[config.mk]
export PLATFORM = sky130hd
export DESIGN_NAME = mft_timer
export DESIGN_NICKNAME = d
export VERILOG_FILES = /design/src/mft_pkg.sv /design/src/mft_prescaler.sv /design/src/mft_timer.sv
export SDC_FILE = /design/constraint.sdc
export NUM_CORES = 1
export LEC_CHECK = 0
export BUFFER_PORTS_ARGS = -buffer_cell sky130_fd_sc_hd__buf_2
export CORE_MARGIN = 2
export CORE_UTILIZATION = 30
export CTS_BUF_LIST = sky130_fd_sc_hd__clkbuf_4 sky130_fd_sc_hd__clkbuf_8 sky130_fd_sc_hd__clkbuf_16
export CTS_CLUSTER_DIAMETER = 150
export DETAILED_ROUTE_END_ITERATION = 8
export GPL_TIMING_DRIVEN = 0
export HOLD_SLACK_MARGIN = 0.1
export PLACE_DENSITY_LB_ADDON = 0.08
export RECOVER_POWER = 100
export SETUP_SLACK_MARGIN = 0.2
export SLEW_MARGIN = 5
export SYNTH_ARGS = -nofsm -noshare
export SYNTH_HDL_FRONTEND = slang
export SYNTH_SLANG_ARGS = --single-unit
export TNS_END_PERCENT = 100
[constraint.sdc]
create_clock -name clk -period 5.4 [get_ports clk]
set_input_delay 1.62 -clock clk [delete_from_list [all_inputs] [get_ports clk]]
set_output_delay 1.62 -clock clk [all_outputs]
set_load 0.1 [all_outputs]
[src/mft_pkg.sv]
`default_nettype none
package mft_pkg;
  localparam int unsigned MFT_WIDTH = 16;
  localparam logic [15:0] MFT_COUNT_RESET = 16'h0000;
  localparam logic [15:0] MFT_COUNT_MAX = 16'hFFFF;
  localparam int unsigned MFT_PRESCALE_WIDTH = 8;
  localparam logic [2:0] MFT_DIV_RESET = 3'h0;
  // exchange select codes for the cpu port-control exchange
  localparam logic [1:0] MFT_SEL_FIRST = 2'h0;
  localparam logic [1:0] MFT_SEL_SECOND = 2'h1;
  localparam logic [1:0] MFT_SEL_CAPTURE = 2'h2;
  // pending flag bit positions
  localparam int unsigned MFT_PEND_OVF = 0;
  localparam int unsigned MFT_PEND_CMP1 = 1;
  localparam int unsigned MFT_PEND_CMP2 = 2;
  localparam int unsigned MFT_PEND_CAP1 = 3;
  localparam int unsigned MFT_PEND_CAP2 = 4;
  localparam int unsigned MFT_PEND_W = 5;

  typedef enum logic [1:0] {
    MFT_MODE_PWM,
    MFT_MODE_SOFT,
    MFT_MODE_EXT,
    MFT_MODE_CAPCMP
  } mft_mode_e;

  // irq enables and input edge choices
  typedef struct packed {
    logic compare_irq_enable;
    logic capture_irq_enable;
    logic overflow_irq_enable;
    logic ext_rising;
    logic cap_rising;
  } mft_cfg_s;

  // cpu exchange request
  typedef struct packed {
    logic req;
    logic [1:0] sel;
    logic [15:0] wdata;
  } mft_xchg_s;
endpackage
`default_nettype wire

[src/mft_prescaler.sv]
`default_nettype none
// one-cycle tick every 2**div system clocks, or every 2**WIDTH when div exceeds WIDTH
module mft_prescaler
  import mft_pkg::*;
#(
  parameter int unsigned WIDTH = MFT_PRESCALE_WIDTH
)(
  input wire logic clk,
  input wire logic rst,
  input wire logic [$clog2(WIDTH+1)-1:0] div,
  output logic tick
);
  logic [WIDTH-1:0] count;
  logic [WIDTH-1:0] mask;

  // mask selects the low div bits; all ones there ends a period
  assign mask = WIDTH'((1 << div) - 1);
  assign tick = ((count & mask) == mask);

  // free-running count; enable pulse rather than divided clock keeps one domain
  always_ff @(posedge clk or posedge rst)
  begin
    if (rst)
      count <= '0;
    else
      count <= count + 1'b1;
  end
endmodule // mft_prescaler
`default_nettype wire

[src/mft_timer.sv]
`default_nettype none
module mft_timer
  import mft_pkg::*;
(
  input wire logic clk,
  input wire logic rst,
  input wire mft_mode_e mode,
  input wire logic [3:0] div_sel,
  input wire mft_cfg_s cfg,
  input wire logic ext_clk_pin,
  input wire logic capture1_pin,
  input wire logic capture2_pin,
  input wire mft_xchg_s xchg,
  input wire logic [MFT_PEND_W-1:0] pend_clear,
  output logic [15:0] xchg_rdata,
  output logic timer_out,
  output logic [MFT_PEND_W-1:0] pending,
  output logic irq
);
  logic [15:0] count;
  logic [15:0] first_compare_value;
  logic [15:0] second_compare_value;
  logic [15:0] capture_value;
  logic phase_second;
  logic pre_tick;
  logic tick;
  logic [3:0] div_eff;
  logic [2:0] ext_sync;
  logic [2:0] cap1_sync;
  logic [2:0] cap2_sync;
  logic ext_edge;
  logic cap1_edge;
  logic cap2_edge;
  logic [15:0] active_cmp;
  logic match;
  logic overflow;
  logic capcmp;
  logic [MFT_PEND_W-1:0] events;

  // edge of a synchronised pin; the first stage is not looked at
  function automatic logic edge_of(input logic [2:0] s, input logic rising);
    edge_of = rising ? (s[1] & ~s[2]) : (~s[1] & s[2]);
  endfunction

  // capture/compare allows only 1..128, so selects above 7 are held to 7 there
  assign capcmp = (mode == MFT_MODE_CAPCMP);
  assign div_eff = (capcmp && div_sel > 4'd7) ? 4'd7 : div_sel;

  mft_prescaler #(
    .WIDTH(MFT_PRESCALE_WIDTH)
  ) u_prescaler (
    .clk(clk),
    .rst(rst),
    .div(div_eff),
    .tick(pre_tick)
  );

  // pins pass two flops before any edge logic reads them
  always_ff @(posedge clk or posedge rst)
  begin
    if (rst)
    begin
      ext_sync <= '0;
      cap1_sync <= '0;
      cap2_sync <= '0;
    end
    else
    begin
      ext_sync <= {ext_sync[1:0], ext_clk_pin};
      cap1_sync <= {cap1_sync[1:0], capture1_pin};
      cap2_sync <= {cap2_sync[1:0], capture2_pin};
    end
  end

  assign ext_edge = edge_of(ext_sync, cfg.ext_rising);
  assign cap1_edge = capcmp & edge_of(cap1_sync, cfg.cap_rising);
  assign cap2_edge = capcmp & edge_of(cap2_sync, cfg.cap_rising);

  // tick source: external pin in event mode, prescaler otherwise
  assign tick = (mode == MFT_MODE_EXT) ? ext_edge : pre_tick;

  // capture/compare always checks the first value; others alternate
  assign active_cmp = (phase_second && !capcmp) ? second_compare_value : first_compare_value;
  assign match = tick && (count == active_cmp);
  assign overflow = tick && (count == MFT_COUNT_MAX) && !(match && !capcmp);

  // counter restarts at zero on a match except in free-running capture/compare
  always_ff @(posedge clk or posedge rst)
  begin
    if (rst)
      count <= MFT_COUNT_RESET;
    else if (match && !capcmp)
      count <= MFT_COUNT_RESET;
    else if (tick)
      count <= count + 16'h0001;
  end

  // phase flips on every match in the alternating modes
  always_ff @(posedge clk or posedge rst)
  begin
    if (rst)
      phase_second <= 1'b0;
    else if (match && !capcmp)
      phase_second <= ~phase_second;
  end

  // output toggles on a match in modulation and capture/compare only
  always_ff @(posedge clk or posedge rst)
  begin
    if (rst)
      timer_out <= 1'b0;
    else if (match && (mode == MFT_MODE_PWM || capcmp))
      timer_out <= ~timer_out;
  end

  // cpu writes the compare values; capture 2 lands in the second value
  always_ff @(posedge clk or posedge rst)
  begin
    if (rst)
    begin
      first_compare_value <= MFT_COUNT_RESET;
      second_compare_value <= MFT_COUNT_RESET;
    end
    else
    begin
      if (xchg.req && xchg.sel == MFT_SEL_FIRST)
        first_compare_value <= xchg.wdata;
      if (cap2_edge)
        second_compare_value <= count;
      else if (xchg.req && xchg.sel == MFT_SEL_SECOND)
        second_compare_value <= xchg.wdata;
    end
  end

  // capture register is read-only to the cpu
  always_ff @(posedge clk or posedge rst)
  begin
    if (rst)
      capture_value <= MFT_COUNT_RESET;
    else if (cap1_edge)
      capture_value <= count;
  end

  // exchange returns the old contents of the selected register
  always_ff @(posedge clk or posedge rst)
  begin
    if (rst)
      xchg_rdata <= '0;
    else if (xchg.req)
    begin
      unique case (xchg.sel)
        MFT_SEL_FIRST: xchg_rdata <= first_compare_value;
        MFT_SEL_SECOND: xchg_rdata <= second_compare_value;
        MFT_SEL_CAPTURE: xchg_rdata <= capture_value;
        default: xchg_rdata <= '0;
      endcase
    end
  end

  always_comb
  begin
    events = '0;
    events[MFT_PEND_OVF] = overflow;
    events[MFT_PEND_CMP1] = match && (capcmp || !phase_second);
    events[MFT_PEND_CMP2] = match && !capcmp && phase_second;
    events[MFT_PEND_CAP1] = cap1_edge;
    events[MFT_PEND_CAP2] = cap2_edge;
  end

  // sticky flags; a fresh event wins over a clear in the same cycle
  always_ff @(posedge clk or posedge rst)
  begin
    if (rst)
      pending <= '0;
    else
      pending <= (pending & ~pend_clear) | events;
  end

  // per-source enables gate the request line
  always_ff @(posedge clk or posedge rst)
  begin
    if (rst)
      irq <= 1'b0;
    else
      irq <= (cfg.overflow_irq_enable & pending[MFT_PEND_OVF])
           | (cfg.compare_irq_enable & (pending[MFT_PEND_CMP1] | pending[MFT_PEND_CMP2]))
           | (cfg.capture_irq_enable & (pending[MFT_PEND_CAP1] | pending[MFT_PEND_CAP2]));
  end
endmodule // mft_timer
`default_nettype wire

# After elaboration in Yosys (flattened, before gate mapping)
# Cells that the tools add are included.
[classes] add_sub_neg=3 n_lt_le_gt_ge=1 eq_ne=7 n_shift=1 mux=11 bitwise=27 n_reduce_logical=20
[ops] op="$mux W16" count=5
[ops] op="$pmux W16 S3" count=1
[ops] op="$add A16 B1 Y16 const B" count=1
[ops] op="$eq A16 B16 Y1" count=1
[ops] op="$eq A16 B16 Y1 const B" count=1
[ops] op="$and A1 B1 Y1" count=11
[ops] op="$logic_and A1 B1 Y1" count=11
[ops] op="$add A8 B1 Y8 const B" count=1
[ops] op="$and A8 B8 Y8" count=1
[ops] op="$eq A8 B8 Y1" count=1
[ops] op="$not A1 Y1" count=8
[ops] op="$shl A1 B4 Y8 const A" count=1
[ops] op="$sub A8 B2 Y8 const B" count=1
[ops] op="$eq A2 B2 Y1 const B" count=3
[ops] op="$and A5 B5 Y5" count=1
[ops] op="$not A5 Y5" count=1
[ops] op="$or A5 B5 Y5" count=1
[ops] op="$gt A4 B3 Y1 const B" count=1
[ops] op="$logic_not A2 Y1" count=2
[ops] op="$mux W1" count=4
[ops] op="$mux W4" count=1
[ops] op="$or A1 B1 Y1" count=4
[ops] op="$reduce_bool A2 Y1" count=2
[ops] op="$logic_not A1 Y1" count=3
[ops] op="2 further kinds" count=3
[totals] regBits=105 in_bits=40 output_inout_bits=23 elab_cells=83

# Longest topological paths before layout
# Gate-level depths: netlist of the first run.
[depth] ltp_word=13 depth_mapped=11 ltp_nobuf=10

# Hierarchy
# Synthesis of the first run repeated with hierarchy kept, for this count alone.
[hier_totals] hier_cells=529 hier_area_um2=5260.0
[modules_own_cells] mod="mft_timer" n_inst=1 cells_each=482 area_per_inst_um2=4800.9 seq_area_each_um2=2427.3
[modules_own_cells] mod="mft_prescaler" n_inst=1 cells_each=47 area_per_inst_um2=459.2 seq_area_each_um2=200.2

# Least setup slack after synthesis of the first run
# OpenSTA, ideal clock, no wires.
[synth_path] path_type="input port to flip-flop" from="in div_sel[2]" to="reg count[13]" setup_ns=0.087 arrival_ns=3.771 t_required_ns=5.313 setup_slack_ns=1.542 path_stages=10 n_path_buf=1 path_cell_list="nor2_1 nand3b_1 ha_1 nor2_1 or3_1 a2111oi_2 a32oi_1 buf_2 or4_1 o211ai_1"
[synth_via] elab_chain_cells=11 elab_cells_between_ends=12 classes_between="add/sub: 1; order compare: 1; eq/ne: 1; shift: 1; mux: 3; bitwise: 1; reduce/logical: 4"
[synth_lines] element="from (decl)" line="mft_timer.sv:8" text="input wire logic [3:0] div_sel,"
[synth_lines] element="$gt A4 B3 Y1" line="mft_timer.sv:47" text="assign div_eff = (capcmp && div_sel > 4'd7) ? 4'd7 : div_sel;"
[synth_lines] element="$logic_and A1 B1 Y1" line="mft_timer.sv:47"
[synth_lines] element="$mux W4 (*)" line="mft_timer.sv:47"
[synth_lines] element="$shl A1 B4 Y8 (*)" line="mft_prescaler.sv:17" text="assign mask = WIDTH'((1 << div) - 1);"
[synth_lines] element="$sub A8 B2 Y8 (*)" line="mft_prescaler.sv:17"
[synth_lines] element="$and A8 B8 Y8" line="mft_prescaler.sv:18" text="assign tick = ((count & mask) == mask);"
[synth_lines] element="$eq A8 B8 Y1 (*)" line="mft_prescaler.sv:18"
[synth_lines] element="$mux W1 (*)" line="mft_timer.sv:80" text="assign tick = (mode == MFT_MODE_EXT) ? ext_edge : pre_tick;"
[synth_lines] element="$logic_and A1 B1 Y1" line="mft_timer.sv:84" text="assign match = tick && (count == active_cmp);"
[synth_lines] element="$logic_and A1 B1 Y1" line="mft_timer.sv:92" text="else if (match && !capcmp)"
[synth_lines] element="$mux W16 / $reduce_bool A2 Y1 (equally long branches)"
[synth_lines] element="to (signal assigned)" line="mft_timer.sv:95" text="count <= count + 16'h0001;"
[synth_lines] element="to (decl)" line="mft_timer.sv:20" text="logic [15:0] count;"
# Mark *: on every way between the ends. The rest lies on a longest branch, timed or not.
# A chain may end at the register's enable or synchronous reset.

# Worst setup path in the final report of the first run
[layout_path] from="in mode[1]" to="reg pending[0]"
[layout_via] elab_chain_cells=13 elab_cells_between_ends=19 classes_between="add/sub: 1; eq/ne: 4; shift: 1; mux: 3; bitwise: 2; reduce/logical: 8"
[layout_lines] element="from (decl)" line="mft_timer.sv:7" text="input wire mft_mode_e mode,"
[layout_lines] element="$eq A2 B2 Y1" line="mft_timer.sv:46" text="assign capcmp = (mode == MFT_MODE_CAPCMP);"
[layout_lines] element="$logic_and A1 B1 Y1" line="mft_timer.sv:47"
[layout_lines] element="$mux W4" line="mft_timer.sv:47"
[layout_lines] element="$shl A1 B4 Y8" line="mft_prescaler.sv:17"
[layout_lines] element="$sub A8 B2 Y8" line="mft_prescaler.sv:17"
[layout_lines] element="$and A8 B8 Y8" line="mft_prescaler.sv:18"
[layout_lines] element="$eq A8 B8 Y1" line="mft_prescaler.sv:18"
[layout_lines] element="$mux W1" line="mft_timer.sv:80"
[layout_lines] element="$logic_and A1 B1 Y1" line="mft_timer.sv:84"
[layout_lines] element="$logic_and A1 B1 Y1" line="mft_timer.sv:85" text="assign overflow = tick && (count == MFT_COUNT_MAX) && !(match && !capcmp);"
[layout_lines] element="$logic_not A1 Y1" line="mft_timer.sv:85"
[layout_lines] element="$logic_and A1 B1 Y1 (*)" line="mft_timer.sv:85"
[layout_lines] element="$or A5 B5 Y5 (*)" line="mft_timer.sv:176" text="pending <= (pending & ~pend_clear) | events;"
[layout_lines] element="to (signal assigned)" line="mft_timer.sv:176"
[layout_lines] element="to (decl)" line="mft_timer.sv:17" text="output logic [MFT_PEND_W-1:0] pending,"
# Marks and branches as above.

==> run_results.csv, run 1 <==
group,metric,value,unit
outcome,run_status,"finished with violations",
outcome,violations,"max-capacitance violations, max-slew violations",
cts,tritoncts,"done",
synthesis,synthesis.nets,585,
timing,finalMaxSlewViolations,108,
cts,cts-htree-levels,3,
finish,num-fill-cells,1865,
route,drtIter0Drc,292,
placement,numPortBuffers,59,
route,wirelength,15.6,mm
worst_hold_path,hold_class,"reg -> reg",
global_route,grt_max_degree,68,
cts,root_buffer,"clkbuf_16",
job,drv_cap,2,
synthesis,synth_xor_xnor_area_share,3.08,%
timing,tightestPinTransition,1800,ps
timing,fmax,214,MHz
synthesis,synth_cell_type_count,61,
timing,max-slew-margin-rel,-20.8,%
pwr,power.density,347,nW/um^2
setup_path,crit_path_start,"mode[1]",
route,dr.pass1.iters,4,
synthesis,synth_mux_area_share,11.4,%
finish,layout-drive-gt1-share,14.6,%
cts,post_cts_resized,0,
cts,cts-buffers-inserted,9,
setup_path,cp-end-kind,"flip-flop",
route,wire_per_inst,18.5,um
synthesis,synth_top_family_by_area,"compound AO/OA/AOI/OAI gates",
pwr,p_comb_share,22.9,%
cts,clock_latency,360,ps
floorplan,die_h,138,um
setup_path,cp-start-kind,"primary input",
synthesis,syn_area,5400,um^2
synthesis,ys_seq_elements,105,
synthesis,synth_compound_area_share,15.9,%
timing,fin_crit,4660,ps
pwr,seqPwrFrac,45.2,%
pwr,p_sw,0.758,mW
synthesis,seq_area_frac_synth,48.6,%
timing,rsz0062_at_grt,"no",
floorplan,start_util,30.3,%
cts,cts_num_sinks,105,
pwr,leakagePower,2.80,nW
pwr,swShare,34.9,%
cts,cts_setup_buffers,0,
setup_path,endpoint,"pending[0]$_DFF_PP0_",
finish,stdcell_count,845,
floorplan,io_pins,63,
floorplan,dieWidth,138,um
global_route,use_met1,24.3,%
floorplan,core-area,17800,um^2
global_route,busiest_layer,"met2",
route,drc_errors,0,
route,vias,4261,
setup_path,r2r_end,"pending[0]$_DFF_PP0_",
setup_path,reg2reg_depth,8,
global_route,grt.total_usage,16.8,%
cts,ctsHoldBuffers,0,
pwr,totalPowerFinal,2.17,mW
setup_path,path_max_fanout,10,
synthesis,synthAdderAreaFrac,1.16,%
global_route,antenna_found_initial,0,
setup_path,r2r_start,"phase_second$_DFFE_PP0N_",
synthesis,ys.flop_type,"dfrtp_1",
global_route,grt_overflow,0,
placement,dp_hpwl,11.4,mm
pwr,p_int,1.41,mW
cts,clkSlewWorstSetupHoldPaths,70,ps
pwr,ir_worst_vdd,0.000157,V
route,drt-vias-per-instance,5.04,
setup_path,critPathKind,"in -> reg",
global_route,met2_usage,26.1,%
global_route,grt_pass1_wl,25.1,mm
timing,fin_crit_sh,86.3,%
global_route,grtUsageMet3,2.29,%
cts,clockBufferDepth,2,
placement,post-place-ws,842,ps
synthesis,yosysWarnings,0,
pwr,pwr-share-clk,31.8,%
timing,tns,0,ps
floorplan,row_count,49,
placement,dpl.cell_count,829,
timing,finalHoldViolations,0,
synthesis,synth-async-reset-ratio,100,%
finish,diodes,0,
timing,skew,12.0,ps
setup_path,cp.required,5610,ps
finish,areaGrowthSynthToFinish,15.7,%
global_route,grt_pass1_vias,4348,
setup_path,cp.arrival,4870,ps
floorplan,dieArea,19100,um^2
finish,nets,656,
route,ant_nets,0,
synthesis,yosys.area_share.simple,13.8,%
timing,setup-violations-final,0,
synthesis,syn_inst,540,
setup_path,rrSetupSlack,1920,ps
synthesis,synth_edf_count,0,
timing,setup_slack,737,ps
placement,place_congestion,0.854,
synthesis,avgSynthCellArea,10.0,um^2
==> synthesized netlist by cell type, drive strengths merged, types with 4 or more instances <==
cell type | number | share of area (%)
o22ai | 11 | 1.3
nor2 | 63 | 4.4
and3 | 5 | 0.58
mux2 | 22 | 4.6
o21ai | 29 | 2.7
nor2b | 4 | 0.60
nor3 | 6 | 0.76
clkbuf | 23 | 2.0
mux2i | 37 | 6.9
o2bb2ai | 4 | 0.65
a2bb2oi | 4 | 0.65
ha | 5 | 1.2
inv | 27 | 1.9
buf | 8 | 1.0
xnor2 | 14 | 2.3
xor2 | 5 | 0.81
dfrtp | 105 | 49
a22o | 6 | 0.97
a21oi | 50 | 4.6
nand2 | 38 | 2.6
nand2b | 6 | 0.83
nand3 | 15 | 1.4
==> critical path, cell delays in order <==
cell,delay (ps)
clkbuf_1,110
ha_1,330
nor2b_1,230
a211oi_1,560
a221oi_1,200
or4_1,610
nor3_4,430
or2_0,160
clkbuf_1,460
o22ai_1,160
==> layout by cell type, fill, tap and decap left out, drive strengths merged, types with 3 or more instances in the layout <==
cell | netlist | layout
o21ai | 29 | 29
a22o | 6 | 6
a211oi | 3 | 3
o211ai | 3 | 3
ha | 5 | 5
nand4 | 3 | 3
a21oi | 50 | 50
xor2 | 5 | 5
dfrtp | 105 | 105
nand2b | 6 | 6
nand3 | 15 | 15
nor2b | 4 | 4
nand3b | 3 | 3
a2bb2oi | 4 | 4
or4 | 3 | 3
xnor2 | 14 | 14
nor3b | 3 | 3
o2bb2ai | 4 | 4
clkbuf | 23 | 62
nor3 | 6 | 6
buf | 8 | 39
o22ai | 11 | 11
o2111ai | 3 | 3
nor2 | 63 | 63
mux2 | 22 | 22
nand2 | 38 | 38
and3 | 5 | 5
mux2i | 37 | 37
a22oi | 3 | 3
inv | 27 | 28
o31ai | 3 | 3
==> metrics by stage <==
step                hold slack [ps]  instance area [um^2]  utilization [%]
floorplan                       331                  5400                -
finish                          350                  6250             35.0
global route                    358                  6250             35.0
global placement                334                  5990             33.6
CTS                             352                  6330             35.5
detailed placement              335                  6020             33.7
==> routing by layer <==
| layer | vias to the layer above | wire, um |
|---|---|---|
| met3 | 18 | 530 |
| met4 | 0 | 290 |
| li1 | 2052 | - |
| met1 | 2113 | 7740 |
| met5 | - | 0 |
| met2 | 78 | 7030 |
==> state kept, by name (all words and copies together) (netlist names) <==
signal                count
capture_value            16
count                    16
first_compare_value      16
second_compare_value     16
xchg_rdata               16
u_prescaler.count         8
pending                   5
cap1_sync                 3
cap2_sync                 3
ext_sync                  3
irq                       1
phase_second              1
timer_out                 1
==> how the worst min path moves through the flow <==
stage	to	cells past startpoint	from	slack, ps
6_report	cap2_sync[1]$_DFF_PP0_	0	cap2_sync[0]$_DFF_PP0_	350
5_1_grt	cap1_sync[1]$_DFF_PP0_	0	cap1_sync[0]$_DFF_PP0_	360
4_1_cts	cap2_sync[1]$_DFF_PP0_	0	cap2_sync[0]$_DFF_PP0_	350
3_5_place_dp	cap2_sync[1]$_DFF_PP0_	0	cap2_sync[0]$_DFF_PP0_	330
3_3_place_gp	cap2_sync[1]$_DFF_PP0_	0	cap2_sync[0]$_DFF_PP0_	330
2_1_floorplan	cap1_sync[1]$_DFF_PP0_	0	cap1_sync[0]$_DFF_PP0_	330
==> final cells by class <==
class                   instances  area (um^2)  area share [%]
repair buffers                 60          269            4.30
multi-input cells             375         2440            39.0
clock inverters                 6         75.1            1.20
inverters                      27          103            1.64
plain buffers                  33          221            3.54
flip-flops and latches        105         2630            42.0
clock buffers                  10          233            3.72
well taps                     229          287            4.58
==> cell families after synthesis <==
kind of cell / count (synthesis)
AOI/OAI and AO/OA: 136
xor gates and xnor gates: 19
DFF: 105
buffers and inverters: 60
and+or+nand+nor: 156
adders and majority gates: 5
muxes: 59
==> power groups by stage <==
stage	Sequential [mW]	Combinational, mW	Clock (mW)
finish	0.982	0.498	0.691
global route	0.994	0.543	0.751
CTS	0.980	0.515	0.711
detailed placement	0.994	0.513	0
global placement	0.990	0.506	0
floorplan	1.10	0.255	0
(Power assumes the default switching activity.)
==> run 2: changes to the inputs <==
--- a/config.mk
+++ b/config.mk
@@ -5,10 +5,11 @@
 export SDC_FILE = /design/constraint.sdc
 export NUM_CORES = 1
 export LEC_CHECK = 0
+export ABC_AREA = 1
 export BUFFER_PORTS_ARGS = -buffer_cell sky130_fd_sc_hd__buf_2
 export CORE_MARGIN = 2
 export CORE_UTILIZATION = 30
-export CTS_BUF_LIST = sky130_fd_sc_hd__clkbuf_4 sky130_fd_sc_hd__clkbuf_8 sky130_fd_sc_hd__clkbuf_16
+export CTS_BUF_LIST = sky130_fd_sc_hd__clkbuf_16
 export CTS_CLUSTER_DIAMETER = 150
 export DETAILED_ROUTE_END_ITERATION = 8
 export GPL_TIMING_DRIVEN = 0
==> run 2 against run 1 <==
The run still ends with max-capacitance violations, max-slew violations left. Via count up 14%. Non-clock buffer count decreased by 5. Total power down 5.6%. Synthesized cell count rose by 23%. Routed wire length is 9.2% higher. Sequential power decreased by 2.6%. Global-route usage rose by 1.1 points. Worst setup slack gained 490 ps. Final cell count grew 15%. Final area up 0.90%. Critical path type unchanged. Critical endpoint unchanged. Largest cell class unchanged.
==> run_results.csv, run 2 <==
group,metric,value,unit
outcome,run_status,"finished with violations",
outcome,violations,"max-capacitance violations, max-slew violations",
timing,fin_crit,4170,ps
cts,tritoncts,"done",
setup_path,cp-start-kind,"primary input",
placement,place_congestion,0.870,
setup_path,cp.required,5650,ps
pwr,power.density,325,nW/um^2
finish,final_common_cell,"nand2_1",
cts,cts_num_sinks,105,
synthesis,ys.flop_type,"dfrtp_1",
synthesis,yosysTopAreaCell,"dfrtp_1",
cts,cts-buffers-inserted,9,
synthesis,synth_cell_type_count,26,
timing,fin_crit_sh,77.2,%
timing,tightestPinTransition,2070,ps
timing,setup-violations-final,0,
finish,areaGrowthSynthToFinish,15.2,%
finish,multi_input_comb_area,2390,um^2
synthesis,avgSynthCellArea,8.22,um^2
global_route,grt_overflow,0,
cts,clkSlewWorstSetupHoldPaths,70,ps
pwr,totalPowerFinal,2.05,mW
floorplan,die_h,139,um
cts,cts_setup_buffers,0,
synthesis,ys_seq_elements,105,
global_route,grt_pass1_vias,4814,
timing,hold_slack,353,ps
floorplan,io_pins,63,
route,drc_errors,0,
synthesis,yosysMostFrequentCell,"nand2_1",
global_route,grt.total_usage,17.8,%
pwr,ir_worst_vdd,0.000184,V
route,drt-vias-per-instance,5.00,
cts,cts-htree-levels,3,
timing,finalMaxSlewViolations,43,
route,drtIter0Drc,279,
cts,ctsHoldBuffers,0,
timing,finalHoldViolations,0,
timing,fmax,240,MHz
pwr,leakagePower,3.05,nW
timing,rsz0062_at_grt,"no",
job,drv_cap,1,
timing,max-slew-margin-rel,-39.1,%
timing,tns,0,ps
global_route,grt_max_degree,64,
synthesis,synth_top_cell_area_share,48.0,%
synthesis,syn_area,5480,um^2
timing,skew,7.03,ps
floorplan,core-area,18000,um^2
route,dr.pass1.iters,5,
setup_path,crit_path_start,"mode[0]",
finish,num-fill-cells,1927,
synthesis,synthesis.nets,711,
synthesis,synth-async-reset-ratio,100,%
setup_path,cp.arrival,4420,ps
cts,post_cts_resized,0,
worst_hold_path,hold_class,"reg -> reg",
setup_path,path_max_fanout,10,
global_route,antenna_found_initial,1,
cts,clock_latency,360,ps
finish,layout-drive-gt1-share,11.7,%
setup_path,r2r_start,"phase_second$_DFFE_PP0N_",
synthesis,syn_inst,666,
finish,final_cell_mix,"nand2_1, dfrtp_1, nand3_1",
route,ant_nets,0,
route,wirelength,17.0,mm
placement,dp_hpwl,12.1,mm
cts,root_buffer,"clkbuf_16",
route,wire_per_inst,17.5,um
floorplan,start_util,30.5,%
floorplan,dieArea,19400,um^2
worst_hold_path,hold-path-cell-count,0,
synthesis,synth_edf_count,0,
synthesis,seq_area_frac_synth,48.0,%
placement,numPortBuffers,61,
finish,nets,784,
worst_hold_path,min_from,"cap1_sync[0]$_DFF_PP0_",
finish,seqCellArea,2630,um^2
setup_path,critPathKind,"in -> reg",
synthesis,yosysWarnings,0,
global_route,grt_pass1_wl,26.7,mm
setup_path,cp-end-kind,"flip-flop",
floorplan,row_count,49,
floorplan,dieWidth,139,um
synthesis,synth.area.top_cells,"dfrtp_1, nand2_1, nand3_1",
cts,clockBufferDepth,2,
route,vias,4861,
setup_path,reg2reg_depth,14,
synthesis,synth_common_cells,"nand2_1, dfrtp_1, nand3_1",
==> run 2: changes by cell type after synthesis, moves of 9 or more <==
cell,change
a21oi_1,-34
inv_1,+49
mux2i_1,-37
nand2_1,+138
nand3_1,+67
nor2_1,-17
o211ai_1,+20
o221ai_1,+14
o22ai_1,-9
xnor2_1,-13
==> run 2: cells by family (layout without fill, tap and decap cells) <==
| group | count (synthesis) | after routing | synth area share (%) |
|---|---|---|---|
| AND/OR/NAND/NOR | 328 | 328 | 25.4 |
| flip-flops | 105 | 105 | 48.0 |
| buffers and inverters | 105 | 182 | 8.22 |
| AO/OA/AOI/OAI | 85 | 85 | 10.1 |
| multiplexers | 24 | 24 | 4.93 |
| XOR/XNOR | 14 | 14 | 2.24 |
| adder cells (fa/ha/maj) | 5 | 5 | 1.14 |
| other | 0 | 1 | 0 |
==> run 2: area by class of cell <==
class	count	share of cell area [%]
Tap cell	229	4.54
Multi-Input combinational cell	456	37.9
Antenna cell	1	0.0397
Clock buffer	9	3.57
Sequential cell	105	41.7
Buffer	26	2.32
Clock inverter	6	0.456
Timing Repair Buffer	62	4.80
Inverter	79	4.72
==> run 2: stage by stage <==
| stage | cell area [um^2] | setup WS [ps] | cells | utilization [%] |
|---|---|---|---|---|
| after floorplan | 5480 | 1020 | 666 | - |
| after global placement | 6070 | -561 | 956 | 33.8 |
| after detailed placement | 6100 | 1310 | 957 | 34.0 |
| after CTS | 6350 | 1690 | 972 | 35.4 |
| after global routing | 6310 | 928 | 972 | 35.1 |
| final | 6310 | 1230 | 973 | 35.1 |
==> run 2: path summary, 6_finish.rpt <==
check	slack [ps]	to
worst max register to register	2920	pending[0]$_DFF_PP0_
worst min-delay path	350	cap1_sync[1]$_DFF_PP0_
worst max-delay path	1230	pending[0]$_DFF_PP0_
worst min register to register	350	cap1_sync[1]$_DFF_PP0_
min in group asynchronous	1790	xchg_rdata[13]$_DFFE_PP0P_
max in group asynchronous	2580	xchg_rdata[6]$_DFFE_PP0P_
==> run 2: worst max-delay path, cell delays in order <==
cell and delay (ps):
clkbuf_1 100, ha_1 290, inv_1 300, clkbuf_1 530, nand3_1 150, nand3_1 120
nand2_1 60, nor2_1 140, nand2_1 60, nor2_1 150, nand2_1 220, inv_1 200
nand3_1 130, buf_6 190, nand2_1 90, nand2_1 50
==> run 2: report_power, final <==
group | total (mW) | internal, mW | switching, mW
clock network | 0.602 | 0.304 | 0.297
registers | 0.956 | 0.878 | 0.0775
logic | 0.493 | 0.130 | 0.363
==> run 2: routing by layer <==
metal | global-route usage, % | share of wire, % | up-vias | wire [um]
li1 | - | - | 2360 | -
met1 | 23.6 | 46 | 2322 | 7840
met2 | 28.9 | 47 | 155 | 7960
met3 | 4.56 | 5.5 | 24 | 929
met4 | 5.37 | 1.7 | 0 | 292
met5 | 0 | 0 | - | 0
